**src/pkg/tfc_params.svh**
```systemverilog
// Offsets, field positions and reset values of the thermal fan register bank.
// Functional notes
// - Internal trip programmable, 127, locked by bit3
// - Remote trip programmable, 100, locked by bit3
// - Fixed internal trip 70, inactive once locked
// - Fixed remote trip 100, read only
// - Fan speed code resets zero, drives output
// - Remote high/low limits default +127/-128
// - Internal high/low limits default +127/-128
// - Bit0 runs monitoring, clear means standby
// - Bit1 gates interrupt output, resets cleared
// - Bits 2 and 7 read zero
// - Bit3 write once until reset pin
// - Locked: fixed remote trip stops acting
// - Soft reset restores config, status, mask
// - Soft reset bit self clears, reads zero
// - Bit5 floats fan-off pin, clear drives low
// - Overtemperature forces bit5, restores on negation
// - Bit5 reads driver state not pin
// - Bit6 inverts general input before detection
// - Configuration resets to 21 hex
`ifndef TFC_PARAMS_SVH
`define TFC_PARAMS_SVH
`define TFC_OFS_INT_TRIP_PROG 8'h13
`define TFC_OFS_REM_TRIP_PROG 8'h14
`define TFC_OFS_FACTORY_TEST 8'h15
`define TFC_OFS_INT_TRIP_FIX 8'h17
`define TFC_OFS_REM_TRIP_FIX 8'h18
`define TFC_OFS_FAN_SPEED 8'h19
`define TFC_OFS_REM_TEMP 8'h26
`define TFC_OFS_INT_TEMP 8'h27
`define TFC_OFS_REM_HIGH 8'h37
`define TFC_OFS_REM_LOW 8'h38
`define TFC_OFS_INT_HIGH 8'h39
`define TFC_OFS_INT_LOW 8'h3A
`define TFC_OFS_CONFIG 8'h40
`define TFC_RST_INT_TRIP_PROG 8'h7F
`define TFC_RST_REM_TRIP_PROG 8'h64
`define TFC_VAL_INT_TRIP_FIX 8'h46
`define TFC_VAL_REM_TRIP_FIX 8'h64
`define TFC_RST_FAN_SPEED 8'h00
`define TFC_RST_HIGH_LIMIT 8'h7F
`define TFC_RST_LOW_LIMIT 8'h80
`define TFC_RST_FACTORY_TEST 8'h00
`define TFC_RST_TEMP 8'h00
`define TFC_RST_CONFIG 8'h21
`define TFC_CFG_RUN 0
`define TFC_CFG_INT_EN 1
`define TFC_CFG_LOCK 3
`define TFC_CFG_SOFT_RST 4
`define TFC_CFG_FAN_OFF 5
`define TFC_CFG_INVERT 6
`endif

```
**src/pkg/tfc_pkg.sv**
```systemverilog
// Types shared by the thermal fan register bank.
`default_nettype none
package tfc_pkg;
  typedef logic [7:0] tfc_byte_t;

  // One register access from the management bus engine.
  typedef struct packed {
    logic wr;
    logic rd;
    tfc_byte_t addr;
    tfc_byte_t wdata;
  } tfc_req_s;

  // Temperatures delivered by the conversion engine.
  typedef struct packed {
    logic update;
    tfc_byte_t remote;
    tfc_byte_t internal;
  } tfc_meas_s;

  // Trip points that the overtemperature logic must use.
  typedef struct packed {
    tfc_byte_t internal;
    tfc_byte_t remote;
  } tfc_trip_s;
endpackage
`default_nettype wire

```
**src/rtl/tfc_regs.sv**
```systemverilog
// Value and configuration register bank of the thermal fan controller.
`include "tfc_params.svh"
`default_nettype none
module tfc_regs (
  // Clock and reset
  input wire logic mclk,
  input wire logic rst_n,
  // Register access
  input wire tfc_pkg::tfc_req_s req,
  output logic [7:0] rdata,
  output logic rvalid,
  // Measurements and status from the monitoring engine
  input wire tfc_pkg::tfc_meas_s meas,
  input wire logic int_request,
  // Pins
  input wire logic therm_n_pin,
  input wire logic general_input_pin,
  output logic int_n,
  output logic fan_off_o,
  output logic fan_off_oe_n,
  output logic [7:0] fan_speed_analog_out,
  // Control towards the monitoring engine
  output logic run_enable,
  output logic input_level,
  output logic soft_reset_pulse,
  output tfc_pkg::tfc_trip_s trip_active,
  output logic [31:0] limits
);

  //////////////////////////////////////////////////////////////////////////////
  // Pin synchronisers.

  logic [1:0] therm_sync;
  logic [1:0] gpi_sync;
  logic therm_prev;

  always_ff @(posedge mclk) begin
    if (!rst_n) begin
      therm_sync <= 2'h3;
      gpi_sync <= 2'h0;
      therm_prev <= 1'h0;
    end else begin
      therm_sync <= {therm_sync[0], therm_n_pin};
      gpi_sync <= {gpi_sync[0], general_input_pin};
      therm_prev <= ~therm_sync[1];
    end
  end

  wire therm_on = ~therm_sync[1];
  wire therm_rise = therm_on & ~therm_prev;
  wire therm_fall = ~therm_on & therm_prev;

  //////////////////////////////////////////////////////////////////////////////
  // Address decode.

  wire [7:0] a = req.addr;
  wire w = req.wr;
  wire [7:0] d = req.wdata;
  wire hit_int_trip = a == `TFC_OFS_INT_TRIP_PROG;
  wire hit_rem_trip = a == `TFC_OFS_REM_TRIP_PROG;
  wire hit_test = a == `TFC_OFS_FACTORY_TEST;
  wire hit_int_fix = a == `TFC_OFS_INT_TRIP_FIX;
  wire hit_rem_fix = a == `TFC_OFS_REM_TRIP_FIX;
  wire hit_fan = a == `TFC_OFS_FAN_SPEED;
  wire hit_rem_temp = a == `TFC_OFS_REM_TEMP;
  wire hit_int_temp = a == `TFC_OFS_INT_TEMP;
  wire hit_rem_high = a == `TFC_OFS_REM_HIGH;
  wire hit_rem_low = a == `TFC_OFS_REM_LOW;
  wire hit_int_high = a == `TFC_OFS_INT_HIGH;
  wire hit_int_low = a == `TFC_OFS_INT_LOW;
  wire hit_cfg = a == `TFC_OFS_CONFIG;

  //////////////////////////////////////////////////////////////////////////////
  // Value registers.

  logic [7:0] int_trip;
  logic [7:0] rem_trip;
  logic [7:0] test_reg;
  logic [7:0] rem_temp;
  logic [7:0] int_temp;
  logic [7:0] rem_high;
  logic [7:0] rem_low;
  logic [7:0] int_high;
  logic [7:0] int_low;
  logic lock;

  // Writes to the trip points are dropped silently once locked.
  wire wr_int_trip = w & hit_int_trip & ~lock;
  wire wr_rem_trip = w & hit_rem_trip & ~lock;

  always_ff @(posedge mclk) begin
    if (!rst_n) begin
      int_trip <= `TFC_RST_INT_TRIP_PROG;
      rem_trip <= `TFC_RST_REM_TRIP_PROG;
      test_reg <= `TFC_RST_FACTORY_TEST;
      fan_speed_analog_out <= `TFC_RST_FAN_SPEED;
      rem_high <= `TFC_RST_HIGH_LIMIT;
      rem_low <= `TFC_RST_LOW_LIMIT;
      int_high <= `TFC_RST_HIGH_LIMIT;
      int_low <= `TFC_RST_LOW_LIMIT;
    end else begin
      if (wr_int_trip) int_trip <= d;
      if (wr_rem_trip) rem_trip <= d;
      // The test location is kept only as storage; it controls nothing here.
      if (w && hit_test) test_reg <= d;
      if (w && hit_fan) fan_speed_analog_out <= d;
      if (w && hit_rem_high) rem_high <= d;
      if (w && hit_rem_low) rem_low <= d;
      if (w && hit_int_high) int_high <= d;
      if (w && hit_int_low) int_low <= d;
    end
  end

  // Host writes never reach the measured values.
  always_ff @(posedge mclk) begin
    if (!rst_n) begin
      rem_temp <= `TFC_RST_TEMP;
      int_temp <= `TFC_RST_TEMP;
    end else if (meas.update) begin
      rem_temp <= meas.remote;
      int_temp <= meas.internal;
    end
  end

  //////////////////////////////////////////////////////////////////////////////
  // Configuration register.

  logic run;
  logic int_en;
  logic fan_off;
  logic fan_off_saved;
  logic invert;

  wire cfg_wr = w & hit_cfg;
  wire soft_rst = cfg_wr & d[`TFC_CFG_SOFT_RST];
  wire [7:0] cfg_rst = `TFC_RST_CONFIG;

  // A soft reset takes the power-up value; the lock leaves only by the reset pin.
  wire next_run = soft_rst ? cfg_rst[`TFC_CFG_RUN] : d[`TFC_CFG_RUN];
  wire next_int_en = soft_rst ? cfg_rst[`TFC_CFG_INT_EN] : d[`TFC_CFG_INT_EN];
  wire next_invert = soft_rst ? cfg_rst[`TFC_CFG_INVERT] : d[`TFC_CFG_INVERT];
  wire next_lock = lock | (~soft_rst & d[`TFC_CFG_LOCK]);
  wire next_fan_req = soft_rst ? cfg_rst[`TFC_CFG_FAN_OFF] : d[`TFC_CFG_FAN_OFF];

  always_ff @(posedge mclk) begin
    if (!rst_n) begin
      run <= 1'h1;
      int_en <= 1'h0;
      lock <= 1'h0;
      invert <= 1'h0;
    end else if (cfg_wr) begin
      run <= next_run;
      int_en <= next_int_en;
      lock <= next_lock;
      invert <= next_invert;
    end
  end

  // While overtemperature holds, host writes go to the saved copy so that the
  // value restored on negation is the latest one software asked for.
  always_ff @(posedge mclk) begin
    if (!rst_n) begin
      fan_off <= 1'h1;
      fan_off_saved <= 1'h1;
    end else if (therm_rise) begin
      fan_off_saved <= cfg_wr ? next_fan_req : fan_off;
      fan_off <= 1'h1;
    end else if (therm_on) begin
      if (cfg_wr) fan_off_saved <= next_fan_req;
      fan_off <= 1'h1;
    end else if (therm_fall) begin
      fan_off <= cfg_wr ? next_fan_req : fan_off_saved;
    end else if (cfg_wr) begin
      fan_off <= next_fan_req;
    end
  end

  //////////////////////////////////////////////////////////////////////////////
  // Pins and control outputs.

  // Before locking, whichever of fixed and programmed trip is lower acts first.
  wire int_fix_lower = $signed(`TFC_VAL_INT_TRIP_FIX) < $signed(int_trip);
  wire rem_fix_lower = $signed(`TFC_VAL_REM_TRIP_FIX) < $signed(rem_trip);
  wire [7:0] next_int_act = (!lock && int_fix_lower) ? `TFC_VAL_INT_TRIP_FIX : int_trip;
  wire [7:0] next_rem_act = (!lock && rem_fix_lower) ? `TFC_VAL_REM_TRIP_FIX : rem_trip;

  always_ff @(posedge mclk) begin
    if (!rst_n) begin
      int_n <= 1'h1;
      fan_off_o <= 1'h0;
      fan_off_oe_n <= 1'h1;
      run_enable <= 1'h1;
      input_level <= 1'h0;
      soft_reset_pulse <= 1'h0;
      trip_active <= '0;
      limits <= '0;
    end else begin
      int_n <= ~(int_request & int_en);
      fan_off_o <= 1'h0;
      fan_off_oe_n <= fan_off;
      run_enable <= run;
      input_level <= gpi_sync[1] ^ invert;
      // The engine clears status and mask and re-arms the interrupt only.
      soft_reset_pulse <= soft_rst;
      trip_active <= '{internal: next_int_act, remote: next_rem_act};
      limits <= {rem_high, rem_low, int_high, int_low};
    end
  end

  //////////////////////////////////////////////////////////////////////////////
  // Read path, one cycle after the request.

  wire [7:0] cfg_read = {1'h0, invert, fan_off, 1'h0, lock, 1'h0, int_en, run};
  wire [7:0] next_rdata =
    hit_int_trip ? int_trip :
    hit_rem_trip ? rem_trip :
    hit_test ? test_reg :
    hit_int_fix ? `TFC_VAL_INT_TRIP_FIX :
    hit_rem_fix ? `TFC_VAL_REM_TRIP_FIX :
    hit_fan ? fan_speed_analog_out :
    hit_rem_temp ? rem_temp :
    hit_int_temp ? int_temp :
    hit_rem_high ? rem_high :
    hit_rem_low ? rem_low :
    hit_int_high ? int_high :
    hit_int_low ? int_low :
    hit_cfg ? cfg_read : 8'h00;

  always_ff @(posedge mclk) begin
    if (!rst_n) begin
      rdata <= 8'h00;
      rvalid <= 1'h0;
    end else begin
      rvalid <= req.rd;
      if (req.rd) rdata <= next_rdata;
    end
  end
endmodule
`default_nettype wire
```
**config.mk**
```make
export PLATFORM = sky130hd
export DESIGN_NAME = tfc_regs
export DESIGN_NICKNAME = d
export VERILOG_FILES = /design/src/pkg/tfc_pkg.sv /design/src/rtl/tfc_regs.sv
export VERILOG_INCLUDE_DIRS = /design/src /design/src/pkg
export SDC_FILE = /design/constraint.sdc
export NUM_CORES = 1
export LEC_CHECK = 0
export BUFFER_PORTS_ARGS = -buffer_cell sky130_fd_sc_hd__buf_2
export CELL_PAD_IN_SITES_DETAIL_PLACEMENT = 0
export CELL_PAD_IN_SITES_GLOBAL_PLACEMENT = 1
export CORE_MARGIN = 2
export CORE_UTILIZATION = 43
export CTS_CLUSTER_SIZE = 30
export DETAILED_ROUTE_END_ITERATION = 16
export PLACE_DENSITY = 0.82
export SYNTH_ARGS = -nofsm -noshare
export SYNTH_HDL_FRONTEND = slang
export SYNTH_SLANG_ARGS = --single-unit
```
**constraint.sdc**
```tcl
create_clock -name mclk -period 3 [get_ports mclk]
set_clock_uncertainty 0.2 [all_clocks]
set_input_delay 0.6 -clock mclk [delete_from_list [all_inputs] [get_ports mclk]]
set_output_delay 0.6 -clock mclk [all_outputs]
set_load 0.005 [all_outputs]
```
After elaboration in Yosys (flattened, before gate mapping)
Index checks and enable logic that the tools add are counted.
- $lt $le $gt $ge: 2
- equality and inequality tests: 14
- muxes and demuxes: 24
- bitwise logic cells: 18
- reduce and logical (&&, ||, !) cells: 12
- operator list (operator ; count):
    $mux 8 ; 12
    $eq 8x5->1 const B ; 6
    $eq 8x6->1 const B ; 6
    $mux 7 ; 3
    $lt 8x8->1 const A ; 2
    $and 1x1->1 ; 10
    $mux 1 ; 9
    $eq 8x7->1 const B ; 1
    $logic_and 1x1->1 ; 8
    $not 1->1 ; 6
    $reduce_or 2->1 ; 2
    $reduce_or 3->1 ; 1
    $ne 2x1->1 const B ; 1
    $logic_not 1->1 ; 1
    $or 1x1->1 ; 1
    $xor 1x1->1 ; 1
- register bits: 153
- output and inout bits: 71

Depth between registers and ports, before layout
Gate-level depths: netlist (run 1).
- depth after elaboration: 14
- mapped depth: 8

Worst setup path after synthesis (run 1)
No wires, ideal clock.
- path type: input to register
- start point: input req[12] in the netlist's numbering
- end point: register rem_trip[2]
- library setup time: 129 ps
- data arrival time: 1960 ps
- data required time: 2671 ps
- path slack: 710 ps
- stages: 7
- path through: buf_2 nor4b_4 nand3_4 or3b_1 buf_6 mux2i_1 nand2_1
- cells in the longest elaborated chain, start to end: 3
- ends and longest elaborated chain (what ; line ; text):
    from (decl) ; tfc_regs.sv:9 ; input wire tfc_pkg::tfc_req_s req,
    $eq 8x5->1 (no source line) ; n/a ;
    $and 1x1->1 (2 in series) ; tfc_regs.sv:89 ; wire wr_rem_trip = w & hit_rem_trip & ~lock;
    to (signal assigned) ; tfc_regs.sv:94 ; rem_trip <= `TFC_RST_REM_TRIP_PROG;
    to (decl) ; tfc_regs.sv:77 ; logic [7:0] rem_trip;
Every way passes these cells.
A chain may end at the register's enable or synchronous reset.

Worst setup path after layout (run 1)
- start point: input req[15] in the netlist's numbering
- end point: register rem_trip[1]
Same word-level chain as after synthesis.

==> impl_metrics.env, run 1 <==
export IMPL_outcome="complete, no violations"
export IMPL_ys_flop_type="dfxtp_1"
export IMPL_clk_pin_slew_ns=0.06
export IMPL_synthArstFlopShare_pct=0
export IMPL_syn_cell_area_mm2=0.006282
export IMPL_netlist_instances=638
export IMPL_ios=111
export IMPL_numCtsBuffers=17
export IMPL_ctsRootBufferMaster="clkbuf_16"
export IMPL_cap_violations=0
export IMPL_hpwl_mm=12.47
export IMPL_synth_top_area_cell="dfxtp_1"
export IMPL_drtIter0Drc=344
export IMPL_syn_num_nets=678
export IMPL_period_minus_slack_ns=2.230
export IMPL_clock_sinks=153
export IMPL_finalMaxSlewViolations=0
export IMPL_overflow=0
export IMPL_reg2reg_depth=4
export IMPL_ys_ff_latch=153
export IMPL_wl_per_cell_um=18.75
export IMPL_end_kind="flip-flop"
export IMPL_place_gp_congestion=0.8918
export IMPL_chipHeight_um=124.9
export IMPL_die_area_mm2=0.01559
export IMPL_antennaDiodeCount=0
export IMPL_grt_pass1_vias=4843
export IMPL_die_w_um=124.9
export IMPL_finalHoldViolations=0
export IMPL_rrSetupSlack_ns=0.99
export IMPL_reg_top3="limits: 32 flops, trip_active: 16 flops"
export IMPL_antenna_found_initial=0
export IMPL_final_util_pct=52.65
export IMPL_ys_top_cells_by_area="dfxtp_1 (49%), mux2i_1 (11%), nor2b_1 (5.5%)"
export IMPL_drive_gt1_share_pct=22.51
export IMPL_start_util_pct=43.55
export IMPL_period_share_pct=74.33
export IMPL_synth_edf_count=0
export IMPL_peakVddDrop_uv=338.1
export IMPL_multi_input_area_mm2=0.002988
export IMPL_io_buffers=109
export IMPL_n_fill_cell=1355
export IMPL_r2r_start="int_trip[3]"
export IMPL_synth_top_cell_area_share_pct=48.76
export IMPL_startpoint_type="primary input"
export IMPL_r2r_end="trip_active[12]"
export IMPL_hold_path_class="in2reg"
export IMPL_grt_max_degree=46
export IMPL_drt_first_pass_iters=5
export IMPL_wl_mm=17.36
export IMPL_p_leak_nw=3.466
export IMPL_critical_path_required_ns=3.11
export IMPL_holdPathEnd="int_n"
export IMPL_finalSetupViolCount=0
export IMPL_cts_htree_levels=4
export IMPL_cp_arrival_ns=2.34
export IMPL_path_class="in2reg"
export IMPL_grt_use_total_pct=22.47
export IMPL_avgViaCountPerCell=5.377
export IMPL_power_density_mw_per_mm2=619.3
export IMPL_syn_avg_cell_area_um2=9.847
export IMPL_grt_pass1_wl_mm=27.14
export IMPL_fmax_mhz=448.5
export IMPL_synth_cell_type_count=65
export IMPL_min_delay_start="int_request"
export IMPL_hold_buffers=0
export IMPL_antenna_left=0
export IMPL_area_growth_synth_to_final_pct=20.89
export IMPL_largest_register_ffs=32
export IMPL_cts_setup_buffers=0
export IMPL_setup_tns_final_ns=0
export IMPL_critPathMaxFanout=8
export IMPL_layout_nets=771
export IMPL_fp_row_count=44
export IMPL_cts_tree="done"
export IMPL_clk_latency_ns=0.43
export IMPL_yosysWarnings=0
export IMPL_final_seq_area_mm2=0.003063
export IMPL_yosysSeqAreaShare_pct=48.76
export IMPL_max_slew_margin_pct=40.14
export IMPL_regMostFlops="limits"
export IMPL_core_mm2=0.01442
export IMPL_drc=0
export IMPL_via_count=4979
export IMPL_rsz0062_at_grt="false"
export IMPL_min_path_cells=2
export IMPL_tightest_slew_ns=0.8753
export IMPL_cts_buffer_depth=2
export IMPL_ctsResizeCount=0
==> Yosys cell counts (4+ instances only) <==
library cell / number
nand2b_1: 9
mux2i_1: 71
buf_2: 11
o21ai_0: 16
o21ai_1: 4
dfxtp_1: 153
and3_1: 11
nand3_2: 4
nand3_1: 24
a22oi_1: 8
and2_1: 53
o2bb2ai_1: 5
clkbuf_1: 33
nor2b_1: 55
inv_1: 6
nor2_1: 8
o21a_1: 5
nand2_1: 66
a21boi_1: 11
a221oi_1: 7
a21oi_1: 6
==> how the worst max path moves through the flow <==
stage / start / endpoint / slack, ns / cells past startpoint
after floorplan: req[12] / rem_trip[2] / 0.71 / 7
after global placement: req[8] / rdata[1] / 0.39 / 6
after detailed placement: req[15] / rem_trip[1] / 0.34 / 6
after CTS: req[15] / rem_trip[1] / 0.80 / 6
after global routing: req[8] / rdata[1] / 0.61 / 6
final: req[15] / rem_trip[1] / 0.77 / 6
==> worst max-delay path, cell delays in order <==
cell and delay (ns):
buf_2 0.15, nor4b_4 0.48, nand3_4 0.18, or3b_1 0.61
mux2i_1 0.24, nor2b_1 0.07
==> kinds of logic after synthesis <==
group,Yosys count,share of synthesized area [%]
buffers and inverters,55,3.684
AOI/OAI and AO/OA,95,11.01
DFF,153,48.76
and+or+nand+nor,257,24.14
xor gates and xnor gates,1,0.1394
other,1,0.05969
muxes,76,12.21
==> power by group <==
part	internal, mW	leakage, nW	switching, mW
sequential	2.07	1.25	0.0183
combinational	0.111	1.91	0.162
clock	1.53	0.312	0.810
total	3.71	3.47	0.991
==> per-layer routing <==
layer  vias to the layer above  wire length (µm)  share of wire (%)  GRT usage (%)
li1                       2409                 -                  -              -
met1                      2392              8174                 47          31.35
met2                       158              7834                 45          33.65
met3                        20              1085                6.2          6.229
met4                         0               267                1.5          7.451
met5                         -                 0                  0              0
==> cell type report <==
| cell class | instances | area share [%] |
|---|---|---|
| flip-flops and latches | 153 | 40.33 |
| multi-input cells | 430 | 39.34 |
| clock inverters | 8 | 2.208 |
| well taps | 184 | 3.031 |
| inverters | 7 | 0.3460 |
| repair buffers | 122 | 8.501 |
| clock buffers | 22 | 6.244 |
==> stage by stage <==
stage	hold slack (ns)	std cells	power, mW	setup slack (ns)	cell area, µm²
2_1_floorplan	0.1812	638	2.294	0.7103	6282
3_3_place_gp	0.1978	896	2.400	0.3874	6953
3_5_place_dp	0.1956	896	2.407	0.3431	6953
4_1_cts	0.1310	926	4.741	0.8031	7595
5_1_grt	0.1592	926	4.853	0.6102	7595
6_report	0.1531	926	4.703	0.7701	7595
==> cell usage in the layout, fill, tap and decap left out, types with 4 or more instances in the layout <==
cell and n:
nor2b_1 55, dfxtp_1 153, nand2_1 66, buf_4 14, and2_1 53, nor2_1 8, mux2i_1 71, and3_1 11
bufinv_16 5, a21oi_1 6, o21ai_0 16, a21boi_1 11, o21a_1 5, nand3_1 24, nand2b_1 9, nand3_2 4
o21ai_1 4, buf_2 108, a22oi_1 8, clkbuf_16 17, o2bb2ai_1 5, a221oi_1 7, inv_1 6
(Power assumes the default switching activity.)
==> run 2, diff against run 1 <==
==> constraint.sdc (replaced) <==
create_clock -name mclk -period 2.3 [get_ports mclk]
set_clock_uncertainty 0.2 [all_clocks]
set_input_delay 0.46 -clock mclk [delete_from_list [all_inputs] [get_ports mclk]]
set_output_delay 0.46 -clock mclk [all_outputs]
set_load 0.005 [all_outputs]
==> impl_metrics.env, run 2 (synthesized netlist as in run 1, its figures left out) <==
export IMPL_switching_share_pct=22.47
export IMPL_place_gp_congestion=0.9395
export IMPL_cp_cell_sequence="buf_2, or4b_4, nor2_4, and3_1, nand2_1, a21boi_1"
export IMPL_clk_latency_ns=0.43
export IMPL_final_cells=950
export IMPL_cts_buffer_depth=2
export IMPL_p_leak_nw=3.556
export IMPL_finalHoldViolations=0
export IMPL_die_area_mm2=0.01559
export IMPL_period_share_pct=82.35
export IMPL_crit_buf_inv=1
export IMPL_grt_use_total_pct=22.12
export IMPL_finalMaxSlewViolations=0
export IMPL_finalSetupViolCount=0
export IMPL_crit_slowest_cell="or4b_4"
export IMPL_via_count=5152
export IMPL_final_cell_mix="dfxtp_1 (153), buf_2 (108), mux2i_1 (71), nand2_1 (66), nor2b_1 (55)"
export IMPL_cts_htree_levels=4
export IMPL_end_kind="flip-flop"
export IMPL_avgViaCountPerCell=5.423
export IMPL_power_density_mw_per_mm2=765.0
export IMPL_chipHeight_um=124.9
export IMPL_period_minus_slack_ns=1.894
export IMPL_final_util_pct=53.60
export IMPL_clockPowerShare_pct=47.5
export IMPL_critPathMaxFanout=8
export IMPL_p_comb_share_pct=6.3
export IMPL_n_fill_cell=1344
export IMPL_cp_arrival_ns=2.05
export IMPL_grt_pass1_wl_mm=27.03
export IMPL_grt_util_met2_pct=34.30
export IMPL_max_stage_delay_ns=0.61
export IMPL_hpwl_mm=12.48
export IMPL_overflow=0
export IMPL_seqPwrFrac_pct=46.1
export IMPL_setup_tns_final_ns=0
export IMPL_path_class="in2reg"
export IMPL_hold_buffers=0
export IMPL_io_buffers=109
export IMPL_fp_row_count=44
export IMPL_rsz0062_at_grt="false"
export IMPL_die_w_um=124.9
export IMPL_use_met1_pct=30.10
export IMPL_power_internal_mw=4.586
export IMPL_hold_ws_ns=0.006848
export IMPL_grt_pass1_vias=4946
export IMPL_startpoint_type="primary input"
export IMPL_drt_first_pass_iters=5
export IMPL_numCtsBuffers=17
export IMPL_antenna_left=0
export IMPL_antennaDiodeCount=0
export IMPL_ctsRootBufferMaster="clkbuf_16"
export IMPL_outcome="complete, no violations"
export IMPL_timing_final_ws_setup_ns=0.4060
export IMPL_place_area_mm2=0.007138
export IMPL_path_delay_family="simple AND/OR/NAND/NOR gates"
export IMPL_clock_sinks=153
export IMPL_met3_usage_pct=4.897
export IMPL_clk_pin_slew_ns=0.06
export IMPL_reg_top3="limits: 32 flops, trip_active: 16 flops"
export IMPL_mostFrequentLayoutCell="dfxtp_1"
export IMPL_fin_area_mm2=0.007731
export IMPL_grt_max_degree=86
export IMPL_ctsResizeCount=0
export IMPL_peakVddDrop_uv=525.0
export IMPL_wl_mm=17.16
export IMPL_antenna_found_initial=0
export IMPL_core_mm2=0.01442
export IMPL_drive_gt1_share_pct=25.07
export IMPL_cap_violations=0
export IMPL_drtIter0Drc=470
export IMPL_drc=0
export IMPL_fmax_mhz=528.0
export IMPL_cts_setup_buffers=0
export IMPL_grt_busiest_layer="met2"
export IMPL_largest_register_ffs=32
export IMPL_start_util_pct=43.55
export IMPL_wl_per_cell_um=18.06
export IMPL_post_place_ws_ns=-0.01443
export IMPL_regMostFlops="limits"
export IMPL_area_growth_synth_to_final_pct=23.06
export IMPL_power_mw=5.914
export IMPL_hold_path_class="in2reg"
export IMPL_dp_cells=919
export IMPL_layout_nets=794
export IMPL_ios=111
export IMPL_critical_path_required_ns=2.46
export IMPL_cts_tree="done"
export IMPL_p_switching_mw=1.329
[run 2: cell count changes in the layout (fill, tap and decap cells not counted), sizes merged]
cell	delta
clkinv	+3
bufinv	-2
clkbuf	-3
buf	+23
clkinvlp	+2
inv	+1
[run 2: final cells by class]
cell class / count / area, µm² / share of cell area (%)
inverter: 7 / 26.28 / 0.3399
clock buffer: 19 / 442.9 / 5.729
timing repair buffer: 145 / 830.8 / 10.75
tap: 184 / 230.2 / 2.978
multi-input combinational: 430 / 2988 / 38.65
sequential: 153 / 3063 / 39.62
clock inverter: 12 / 150.1 / 1.942
[run 2: final timing paths]
path,start,end,slack (ns),cells past startpoint
worst min-delay path,therm_n_pin,therm_sync[0],0.007,2
worst max register to register,int_high[5],rdata[5],0.56,5
worst max-delay path,req[15],fan_speed_analog_out[7],0.41,6
worst min register to register,therm_sync[0],therm_sync[1],0.21,1
[run 2: power groups by stage]
stage | Combinational (mW) | Sequential [mW] | Clock [mW]
global route | 0.405 | 2.73 | 2.95
CTS | 0.373 | 2.73 | 2.86
finish | 0.374 | 2.73 | 2.81
global placement | 0.365 | 2.78 | 0
floorplan | 0.212 | 2.78 | 0
detailed placement | 0.372 | 2.79 | 0
[run 2: metal layers]
layer | part of all wire (%) | up-vias
met1 | 45 | 2460
met5 | 0 | -
li1 | - | 2449
met3 | 7.4 | 29
met4 | 2.4 | 0
met2 | 45 | 214
